$ cat config.mk
export PLATFORM = sky130hd
export DESIGN_NAME = lpm_ctrl
export DESIGN_NICKNAME = d
export VERILOG_FILES = /design/src/common/lpm_pkg.sv /design/src/rtl/lpm_clkdiv.sv /design/src/rtl/lpm_ctrl.sv
export VERILOG_INCLUDE_DIRS = /design/src /design/src/common
export SDC_FILE = /design/constraint.sdc
export NUM_CORES = 1
export LEC_CHECK = 0
export BUFFER_PORTS_ARGS = -buffer_cell sky130_fd_sc_hd__buf_2
export CORE_UTILIZATION = 32
export DETAILED_ROUTE_END_ITERATION = 7
export MAX_ROUTING_LAYER = met4
export PLACE_DENSITY = 0.63
export SLEW_MARGIN = 40
export SYNTH_ARGS = -nofsm -noshare
export SYNTH_HDL_FRONTEND = slang
export SYNTH_SLANG_ARGS = --single-unit
$ cat constraint.sdc
create_clock -name clk -period 3.2 [get_ports clk]
set_input_delay 0.64 -clock clk [delete_from_list [all_inputs] [get_ports clk]]
set_output_delay 0.64 -clock clk [all_outputs]
set_load 0.02 [all_outputs]
$ cat src/common/lpm_params.svh
// offsets, field positions, reset values and sizes of the low power mode control block
`ifndef LPM_PARAMS_SVH
`define LPM_PARAMS_SVH

`define LPM_ADDR_W        8
`define LPM_DATA_W        32

`define LPM_OFF_DIV       8'h00
`define LPM_OFF_MSTP      8'h04
`define LPM_OFF_SBY       8'h08
`define LPM_OFF_STAT      8'h0C

`define LPM_NUM_CLK       4
`define LPM_DIV_FW        3
`define LPM_DIV_W         12
`define LPM_DIV_RST       12'h000

`define LPM_MSTP_RST      32'hFFFF_FFFF

`define LPM_SBY_SEL_LSB   0
`define LPM_SBY_PM_BIT    8
`define LPM_SBY_SEL_RST   2'h0
`define LPM_SBY_PM_RST    1'h0

`define LPM_STAT_ST_LSB   0
`define LPM_STAT_PM_BIT   8
`define LPM_STAT_HALT_BIT 16

`define LPM_CK_CORE       0
`define LPM_CK_PBUS       1
`define LPM_CK_CONV       2
`define LPM_CK_FLASH      3

`define LPM_CNT_W         7
`define LPM_PRIMARY_RAM_REGION_LAST     32'h0000_2FFF

`endif

$ cat src/common/lpm_pkg.sv
// types shared by the low power mode control block
`default_nettype none
package lpm_pkg;

    typedef enum logic [1:0] {
        LPM_RUN,
        LPM_SLEEP,
        LPM_DSLEEP,
        LPM_SSTBY
    } lpm_state_e;

    typedef enum logic [1:0] {
        LPM_SEL_SLEEP,
        LPM_SEL_DEEP,
        LPM_SEL_SSTBY,
        LPM_SEL_RSVD
    } lpm_lpsel_e;

    typedef enum logic {
        LPM_PM_HIGH,
        LPM_PM_MIDDLE
    } lpm_pmode_e;

    // clock enables, one per divided clock
    typedef struct packed {
        logic flash_interface_clock;
        logic converter_clock;
        logic peripheral_bus_clock;
        logic core_clock;
    } lpm_clk_s;

    // oscillator stop requests
    typedef struct packed {
        logic slow_internal_oscillator;
        logic fast_internal_oscillator;
        logic main_oscillator;
    } lpm_osc_s;

endpackage : lpm_pkg
`default_nettype wire

$ cat src/rtl/lpm_clkdiv.sv
// power-of-two clock enable divider
`timescale 1ns/1ps
`default_nettype none
`include "lpm_params.svh"

module lpm_clkdiv (
    // clock and reset
    input  wire logic                    clk,
    input  wire logic                    rst,
    // ratio select, divide by two to the ratio
    input  wire logic [`LPM_DIV_FW-1:0]  ratio,
    // one-cycle enable pulse
    output logic                         tick_q
);
    logic [`LPM_CNT_W-1:0] cnt_q;
    logic [`LPM_CNT_W-1:0] cnt_d;
    wire  [`LPM_CNT_W-1:0] lim_w;
    wire                   wrap_w;

    assign lim_w  = `LPM_CNT_W'((1 << ratio) - 1);
    // compare with >= so a smaller ratio written mid-count wraps at once
    assign wrap_w = (cnt_q >= lim_w);
    assign cnt_d  = wrap_w ? '0 : cnt_q + `LPM_CNT_W'(1);

    always_ff @(posedge clk) begin
        if (rst) begin
            cnt_q  <= '0;
            tick_q <= 1'b0;
        end else begin
            cnt_q  <= cnt_d;
            tick_q <= wrap_w;
        end
    end
endmodule : lpm_clkdiv

`default_nettype wire

$ cat src/rtl/lpm_ctrl.sv
// low power mode control: clock dividers, module stop, sleep and standby sequencing
//
// Operation
// - each of the four clocks has its own software-set division ratio.
// - one stop bit per peripheral halts that peripheral alone.
// - low power states halt core, peripherals or oscillators per state.
// - three selectable low power states: sleep, deep sleep, software standby.
// - selected power control mode applies in run, sleep and deep sleep.
// - only an interrupt (or reset) ends sleep; core resumes with interrupt.
// - in sleep primary ram region stays accessible; transfer controller may run.
`timescale 1ns/1ps
`default_nettype none
`include "lpm_params.svh"

module lpm_ctrl #(
    parameter int NUM_MOD = 16
) (
    // clock and reset
    input  wire logic                     clk,
    input  wire logic                     rst,
    // register port
    input  wire logic [`LPM_ADDR_W-1:0]   addr,
    input  wire logic [`LPM_DATA_W-1:0]   wdata,
    input  wire logic                     we,
    input  wire logic                     re,
    output logic      [`LPM_DATA_W-1:0]   rdata_q,
    // core side
    input  wire logic                     wait_exec,
    input  wire logic                     irq_pending,
    output logic                          core_halt_q,
    output logic                          wake_resume_q,
    // clocks and oscillators
    output lpm_pkg::lpm_clk_s             clk_en_q,
    output lpm_pkg::lpm_osc_s             osc_stop_q,
    output lpm_pkg::lpm_pmode_e           power_mode_q,
    // peripherals
    output logic      [NUM_MOD-1:0]       periph_run_q,
    output logic                          xfer_run_q,
    // primary ram region
    input  wire logic                     ram_req,
    input  wire logic [31:0]              ram_addr,
    output logic                          ram_ok_q,
    output logic                          ram_grant_q
);
    import lpm_pkg::*;

    // register state
    logic [`LPM_DIV_W-1:0]   div_q;
    logic [NUM_MOD-1:0]      mstp_q;
    lpm_lpsel_e              lpsel_q;
    lpm_pmode_e              pmsel_q;
    lpm_state_e              state_q;
    lpm_state_e              state_d;

    // decode and select
    wire                     sel_div_w;
    wire                     sel_mstp_w;
    wire                     sel_sby_w;
    wire                     sel_stat_w;
    wire [`LPM_DATA_W-1:0]   rd_div_w;
    wire [`LPM_DATA_W-1:0]   rd_mstp_w;
    wire [`LPM_DATA_W-1:0]   rd_sby_w;
    wire [`LPM_DATA_W-1:0]   rd_stat_w;
    wire [`LPM_DATA_W-1:0]   rd_mux_w;

    // sequencing
    wire                     wake_d;
    wire                     in_run_d;
    wire                     in_sleep_d;
    wire                     in_sstby_d;
    wire [`LPM_NUM_CLK-1:0]  dom_run_d;
    wire [`LPM_NUM_CLK-1:0]  tick_w;
    wire [`LPM_NUM_CLK-1:0]  clk_en_d;
    wire [NUM_MOD-1:0]       periph_run_d;
    wire                     ram_ok_d;
    wire                     ram_hit_w;

    assign sel_div_w  = (addr == `LPM_OFF_DIV);
    assign sel_mstp_w = (addr == `LPM_OFF_MSTP);
    assign sel_sby_w  = (addr == `LPM_OFF_SBY);
    assign sel_stat_w = (addr == `LPM_OFF_STAT);

    assign rd_div_w   = `LPM_DATA_W'(div_q);
    assign rd_mstp_w  = `LPM_DATA_W'(mstp_q);
    assign rd_sby_w   = (`LPM_DATA_W'(lpsel_q) << `LPM_SBY_SEL_LSB)
                      | (`LPM_DATA_W'(pmsel_q) << `LPM_SBY_PM_BIT);
    assign rd_stat_w  = (`LPM_DATA_W'(state_q) << `LPM_STAT_ST_LSB)
                      | (`LPM_DATA_W'(power_mode_q) << `LPM_STAT_PM_BIT)
                      | (`LPM_DATA_W'(core_halt_q) << `LPM_STAT_HALT_BIT);

    // unmapped addresses read as zero
    assign rd_mux_w   = sel_div_w  ? rd_div_w  :
                        sel_mstp_w ? rd_mstp_w :
                        sel_sby_w  ? rd_sby_w  :
                        sel_stat_w ? rd_stat_w : '0;

    // register writes
    always_ff @(posedge clk) begin
        if (rst) begin
            div_q   <= `LPM_DIV_RST;
            mstp_q  <= NUM_MOD'(`LPM_MSTP_RST);
            lpsel_q <= lpm_lpsel_e'(`LPM_SBY_SEL_RST);
            pmsel_q <= lpm_pmode_e'(`LPM_SBY_PM_RST);
        end else if (we) begin
            if (sel_div_w) begin
                div_q <= wdata[`LPM_DIV_W-1:0];
            end
            if (sel_mstp_w) begin
                mstp_q <= wdata[NUM_MOD-1:0];
            end
            if (sel_sby_w) begin
                lpsel_q <= lpm_lpsel_e'(wdata[`LPM_SBY_SEL_LSB +: 2]);
                pmsel_q <= lpm_pmode_e'(wdata[`LPM_SBY_PM_BIT]);
            end
        end
    end

    always_ff @(posedge clk) begin
        if (rst) begin
            rdata_q <= '0;
        end else begin
            rdata_q <= re ? rd_mux_w : '0;
        end
    end

    // state sequencing
    always_comb begin
        state_d = state_q;
        case (state_q)
            LPM_RUN: begin
                // the select is taken at the wait instruction, not at the write
                if (wait_exec) begin
                    case (lpsel_q)
                        LPM_SEL_SLEEP: state_d = LPM_SLEEP;
                        LPM_SEL_DEEP:  state_d = LPM_DSLEEP;
                        LPM_SEL_SSTBY: state_d = LPM_SSTBY;
                        default:       state_d = LPM_SLEEP;
                    endcase
                end
            end
            LPM_SLEEP, LPM_DSLEEP, LPM_SSTBY: begin
                if (irq_pending) begin
                    state_d = LPM_RUN;
                end
            end
            default: state_d = LPM_RUN;
        endcase
    end

    assign wake_d     = (state_q != LPM_RUN) && irq_pending;
    assign in_run_d   = (state_d == LPM_RUN);
    assign in_sleep_d = (state_d == LPM_SLEEP);
    assign in_sstby_d = (state_d == LPM_SSTBY);

    // which divided clocks run in each state
    assign dom_run_d[`LPM_CK_CORE]  = in_run_d;
    assign dom_run_d[`LPM_CK_PBUS]  = !in_sstby_d;
    assign dom_run_d[`LPM_CK_CONV]  = !in_sstby_d;
    assign dom_run_d[`LPM_CK_FLASH] = in_run_d || in_sleep_d;

    genvar gi;
    generate
        for (gi = 0; gi < `LPM_NUM_CLK; gi++) begin : g_div
            lpm_clkdiv u_div (
                .clk    (clk),
                .rst    (rst),
                .ratio  (div_q[gi*`LPM_DIV_FW +: `LPM_DIV_FW]),
                .tick_q (tick_w[gi])
            );
            assign clk_en_d[gi] = tick_w[gi] && dom_run_d[gi];
        end
        for (gi = 0; gi < NUM_MOD; gi++) begin : g_mod
            // a stopped module stays stopped whatever the state
            assign periph_run_d[gi] = !mstp_q[gi] && !in_sstby_d;
        end
    endgenerate

    // ram stays usable in sleep only; deep sleep keeps contents, no access
    assign ram_ok_d  = in_run_d || in_sleep_d;
    assign ram_hit_w = ram_req && (ram_addr <= `LPM_PRIMARY_RAM_REGION_LAST);

    always_ff @(posedge clk) begin
        if (rst) begin
            state_q       <= LPM_RUN;
            core_halt_q   <= 1'b0;
            wake_resume_q <= 1'b0;
            clk_en_q      <= '0;
            osc_stop_q    <= '0;
            periph_run_q  <= '0;
            xfer_run_q    <= 1'b1;
            ram_ok_q      <= 1'b1;
            ram_grant_q   <= 1'b0;
        end else begin
            state_q       <= state_d;
            core_halt_q   <= !in_run_d;
            wake_resume_q <= wake_d;
            clk_en_q      <= lpm_clk_s'(clk_en_d);
            osc_stop_q    <= in_sstby_d ? '1 : '0;
            periph_run_q  <= periph_run_d;
            xfer_run_q    <= ram_ok_d;
            ram_ok_q      <= ram_ok_d;
            ram_grant_q   <= ram_hit_w && ram_ok_d;
        end
    end

    // mode is frozen in standby, where the regulator setting is not used
    always_ff @(posedge clk) begin
        if (rst) begin
            power_mode_q <= LPM_PM_HIGH;
        end else if (!in_sstby_d) begin
            power_mode_q <= pmsel_q;
        end
    end

    // checks
    property p_div_spacing;
        @(posedge clk) disable iff (rst)
        // ratio 0 ticks every cycle, so only a nonzero ratio is watched
        (tick_w[`LPM_CK_PBUS] && (div_q[`LPM_CK_PBUS*`LPM_DIV_FW +: `LPM_DIV_FW] != '0)
            && $stable(div_q))
            |=> !tick_w[`LPM_CK_PBUS];
    endproperty
    a_div_spacing: assert property (p_div_spacing)
        else $error("bus clock divider ticked twice in a row");

    property p_mstp_stop;
        @(posedge clk) disable iff (rst)
        mstp_q[0] |=> !periph_run_q[0];
    endproperty
    a_mstp_stop: assert property (p_mstp_stop)
        else $error("stopped peripheral still running");

    property p_sstby_osc;
        @(posedge clk) disable iff (rst)
        (state_q == LPM_SSTBY) |-> (osc_stop_q == '1) && core_halt_q && !clk_en_q.core_clock;
    endproperty
    a_sstby_osc: assert property (p_sstby_osc)
        else $error("standby without oscillators and core stopped");

    property p_enter_deep;
        @(posedge clk) disable iff (rst)
        (state_q == LPM_RUN && wait_exec && lpsel_q == LPM_SEL_DEEP)
            |=> (state_q == LPM_DSLEEP) && core_halt_q && !ram_ok_q;
    endproperty
    a_enter_deep: assert property (p_enter_deep)
        else $error("wait with deep sleep selected did not enter deep sleep");

    property p_pmode_apply;
        @(posedge clk) disable iff (rst)
        (state_d != LPM_SSTBY) ##1 (state_d != LPM_SSTBY) |-> (power_mode_q == $past(pmsel_q));
    endproperty
    a_pmode_apply: assert property (p_pmode_apply)
        else $error("power control mode not applied");

    property p_sleep_hold;
        @(posedge clk) disable iff (rst)
        (state_q == LPM_SLEEP && !irq_pending) |=> (state_q == LPM_SLEEP) && !wake_resume_q;
    endproperty
    a_sleep_hold: assert property (p_sleep_hold)
        else $error("sleep left without an interrupt");

    property p_sleep_wake;
        @(posedge clk) disable iff (rst)
        (state_q == LPM_SLEEP && irq_pending)
            |=> (state_q == LPM_RUN) && wake_resume_q && !core_halt_q;
    endproperty
    a_sleep_wake: assert property (p_sleep_wake)
        else $error("interrupt did not resume the core");

    property p_sleep_ram;
        @(posedge clk) disable iff (rst)
        (state_q == LPM_SLEEP) |-> ram_ok_q && xfer_run_q;
    endproperty
    a_sleep_ram: assert property (p_sleep_ram)
        else $error("ram or transfer controller blocked in sleep");

    property p_ram_range;
        @(posedge clk) disable iff (rst)
        (ram_req && (ram_addr > `LPM_PRIMARY_RAM_REGION_LAST)) |=> !ram_grant_q;
    endproperty
    a_ram_range: assert property (p_ram_range)
        else $error("access outside primary ram region granted");

    property p_deep_wake;
        @(posedge clk) disable iff (rst)
        ((state_q == LPM_DSLEEP || state_q == LPM_SSTBY) && irq_pending)
            |=> (state_q == LPM_RUN) && wake_resume_q && !core_halt_q;
    endproperty
    a_deep_wake: assert property (p_deep_wake)
        else $error("interrupt did not end deep sleep or standby");

    property p_run_hold;
        @(posedge clk) disable iff (rst)
        (state_q == LPM_RUN && !wait_exec) |=> (state_q == LPM_RUN) && !core_halt_q;
    endproperty
    a_run_hold: assert property (p_run_hold)
        else $error("low power state entered without the wait instruction");

    // regulator setting is not used in standby, so it must not move there
    property p_sstby_mode;
        @(posedge clk) disable iff (rst)
        (state_q == LPM_SSTBY && in_sstby_d) |=> $stable(power_mode_q);
    endproperty
    a_sstby_mode: assert property (p_sstby_mode)
        else $error("power control mode changed in standby");

endmodule : lpm_ctrl

`default_nettype wire

==> impl_metrics.toml <==
[drt]
dr_total_vias = 3705
avgViaCountPerCell = 4.714
drt-total-wl_um = 10050
drt_iter0_drc = 200
dr.pass1.iters = 5
antenna_left = 0
post_drt_wl_per_cell_um = 12.79
drc = 0

[grt]
antenna_found_initial = 1
grt_start_max_net_pins = 33
use_met1_pct = 16.40
grt_pass1_wl_um = 15860
globalRouteMet2Util_pct = 23.71
top_usage_layer = "met2"
grt.met3_usage_pct = 2.814
grt_overflow = 0
grt_pass1_vias = 3285
grt_use_total_pct = 13.96

[logic_synthesis]
yosysTopAreaCellShare_pct = 45.74
ys_seq_area_share_pct = 45.74
synth_edf_count = 0
synth_area_leaders = "dfxtp_1 (46%), ha_1 (9.0%), nor2_1 (8.3%), mux2i_1 (5.3%), buf_4 (3.2%)"
synth_compound_area_share_pct = 7.570
syn_inst = 513
synth.top_cells.by_count = "dfxtp_1 (108), nor2_1 (104), ha_1 (34)"
ys_types = 40
syn_area_mm2 = 0.004727
synth_top_family_by_area = "simple AND/OR/NAND/NOR gates"
synth_simple_gate_area_share_pct = 20.01
synth_warnings = 0
yosys.area_share.xor_xnor_pct = 4.076
synth-adder-area-share_pct = 8.999
synthArstFlopShare_pct = 0
synth_mux_area_share_pct = 6.723
synth_flop_cell = "dfxtp_1"
synth-seq-cells = 108
yosysMostFrequentCell = "dfxtp_1"
yosysTopAreaCell = "dfxtp_1"
syn_area_per_cell_um2 = 9.214

[critical_path]
critical-path-top-delay-family = "simple AND/OR/NAND/NOR gates"
cpPeakStageDelay_ps = 430
cp-end-kind = "flip-flop"
timing_worst_setup_path_type = "reg2reg"
startpoint_type = "flip-flop"
crit_fanout = 8
critical_path_arrival_ps = 2830
cpMostUsedCell = "ha_1"
crit_buf_inv = 0
crit_chain = "or3_1 > ha_1 > nor3_1 > a21o_1 > a21oi_1 > ha_1 > and4_1 > o21ai_0 > o21ai_1 > nor2_1"
ff2ff_path_depth = 10
required_ps = 3420
slowest_stage = "or3_1"
worst-path-stages = 10

[placement]
dp_slack_ps = 581.8
portBuffers = 96
place.gp.congestion = 0.7955
place_hpwl_um = 7561

[floorplanning]
fp.dieArea_mm2 = 0.01526
coreArea_mm2 = 0.01448
ios = 140
start_util_pct = 32.65
rows = 44
chipWidth_um = 123.5
die_h_um = 123.5

[clock_network]
cts_tree = "yes"
clock_sinks = 108
htreeDepth = 3
cts-buffers-inserted = 9
cts_buffer_depth = 2
post-cts-setup-buffers = 0
clock_latency_ps = 340
root_buffer = "clkbuf_16"
path_clk_slew_ps = 70
cts_resized = 0
cts_hold_buffers = 0

[pwr]
leakage_nw = 2.468
peakVddDrop_mv = 0.2512
power_density_mw_per_mm2 = 442.7

[timing]
holdWs_ps = 413.3
min_period_ps = 2611
finalMaxSlewViolations = 0
tightest_slew_ps = 573.5
rsz0062_at_grt = "false"
setup_slack_ps = 589.5
hold_viol = 0
finalClockSkew_ps = 5.693
clock.fmax_mhz = 383.1
setup_tns_ps = 0
maxSlewHeadroom_pct = 61.66
setup_viol = 0
period_share_pct = 81.58

[job]
drv_cap = 0

[min_path]
hp-class = "reg2reg"
min_path_cells = 2

[layout]
drive_above_1_share_pct = 19.63
nFillCells = 1440
nNetsFinal = 712
finish.utilization_pct = 38.28
multi_input_area_mm2 = 0.002296
regArea_mm2 = 0.002162
synthToLayoutAreaGrowth_pct = 17.26

[run_status]
status = "finished clean"
[flip-flops by register name, summed over array words and instances, names as in the netlist, 2 cells and up]
register,cells
g_div.u_div.cnt_q,28
lpsel_q,2
mstp_q,16
periph_run_q,16
g_div.u_div.tick_q,4
div_q,12
state_q,2
rdata_q,17
clk_en_q,4
[logic make-up after synthesis]
kind of cell	after synthesis
multiplexers	28
buffers and inverters	62
adder cells (fa/ha/maj)	34
AND/OR/NAND/NOR	198
XOR/XNOR	22
other	1
flip-flops	108
AO/OA/AOI/OAI	60
[cell type report]
type                    instances  area share, %
diodes                          1        0.04515
clock buffers                  11          4.199
clock inverters                 2         0.2709
inverters                      21          1.422
multi-input cells             357          41.42
flip-flops and latches        108          39.01
well taps                     184          4.153
repair buffers                102          9.481
[worst reg2reg max path: cells and delay by family, from the launching register on]
kind | cells | cell delay [ps]
adders and majority gates | 2 | 590
and+or+nand+nor | 4 | 870
AOI/OAI and AO/OA | 4 | 640
DFF | 1 | 380
[metal layers]
metal  vias to the layer above  routed length, um  share of wire (%)
met5                         -                  0                  0
met2                       100               4821                 48
met1                      1704               4463                 44
met4                         0                161                1.6
met3                        11                606                6.0
li1                       1890                  -                  -
[worst paths after layout]
check | start | to | slack [ps]
max | div_q[9]$_SDFFE_PP0P_ | g_div[3].u_div.cnt_q[4]$_SDFF_PP0_ | 590
min | g_div[2].u_div.tick_q$_SDFF_PP0_ | clk_en_q[2]$_SDFF_PP0_ | 410
max reg2reg | div_q[9]$_SDFFE_PP0P_ | g_div[3].u_div.cnt_q[4]$_SDFF_PP0_ | 590
min reg2reg | g_div[2].u_div.tick_q$_SDFF_PP0_ | clk_en_q[2]$_SDFF_PP0_ | 410
[cell usage in the layout, fill, tap and decap left out, types with 8 or more instances in the layout]
cell	instances
dfxtp_1	108
nor2_1	104
buf_2	96
ha_1	34
mux2i_1	25
a21oi_1	24
nand3_1	23
inv_1	21
nor3_1	20
xor2_1	17
conb_1	15
o21ai_0	13
clkbuf_16	9
a211oi_1	8
[through the flow]
step | area [um^2] | power (W) | std cells
after floorplan | 4780 | 0.001474 | 527
after global placement | 5293 | 0.001513 | 772
after detailed placement | 5293 | 0.001516 | 772
after CTS | 5540 | 0.002478 | 785
after global routing | 5543 | 0.002548 | 786
final | 5543 | 0.002454 | 786
[power breakdown]
group | switching (W) | leakage [nW] | internal (W) | total, W
clock | 0.000454 | 0.114 | 0.000515 | 0.000970
combinational | 0.0000785 | 1.48 | 0.0000486 | 0.000127
sequential | 0.00000450 | 0.873 | 0.00135 | 0.00136
(Power assumes the default switching activity.)
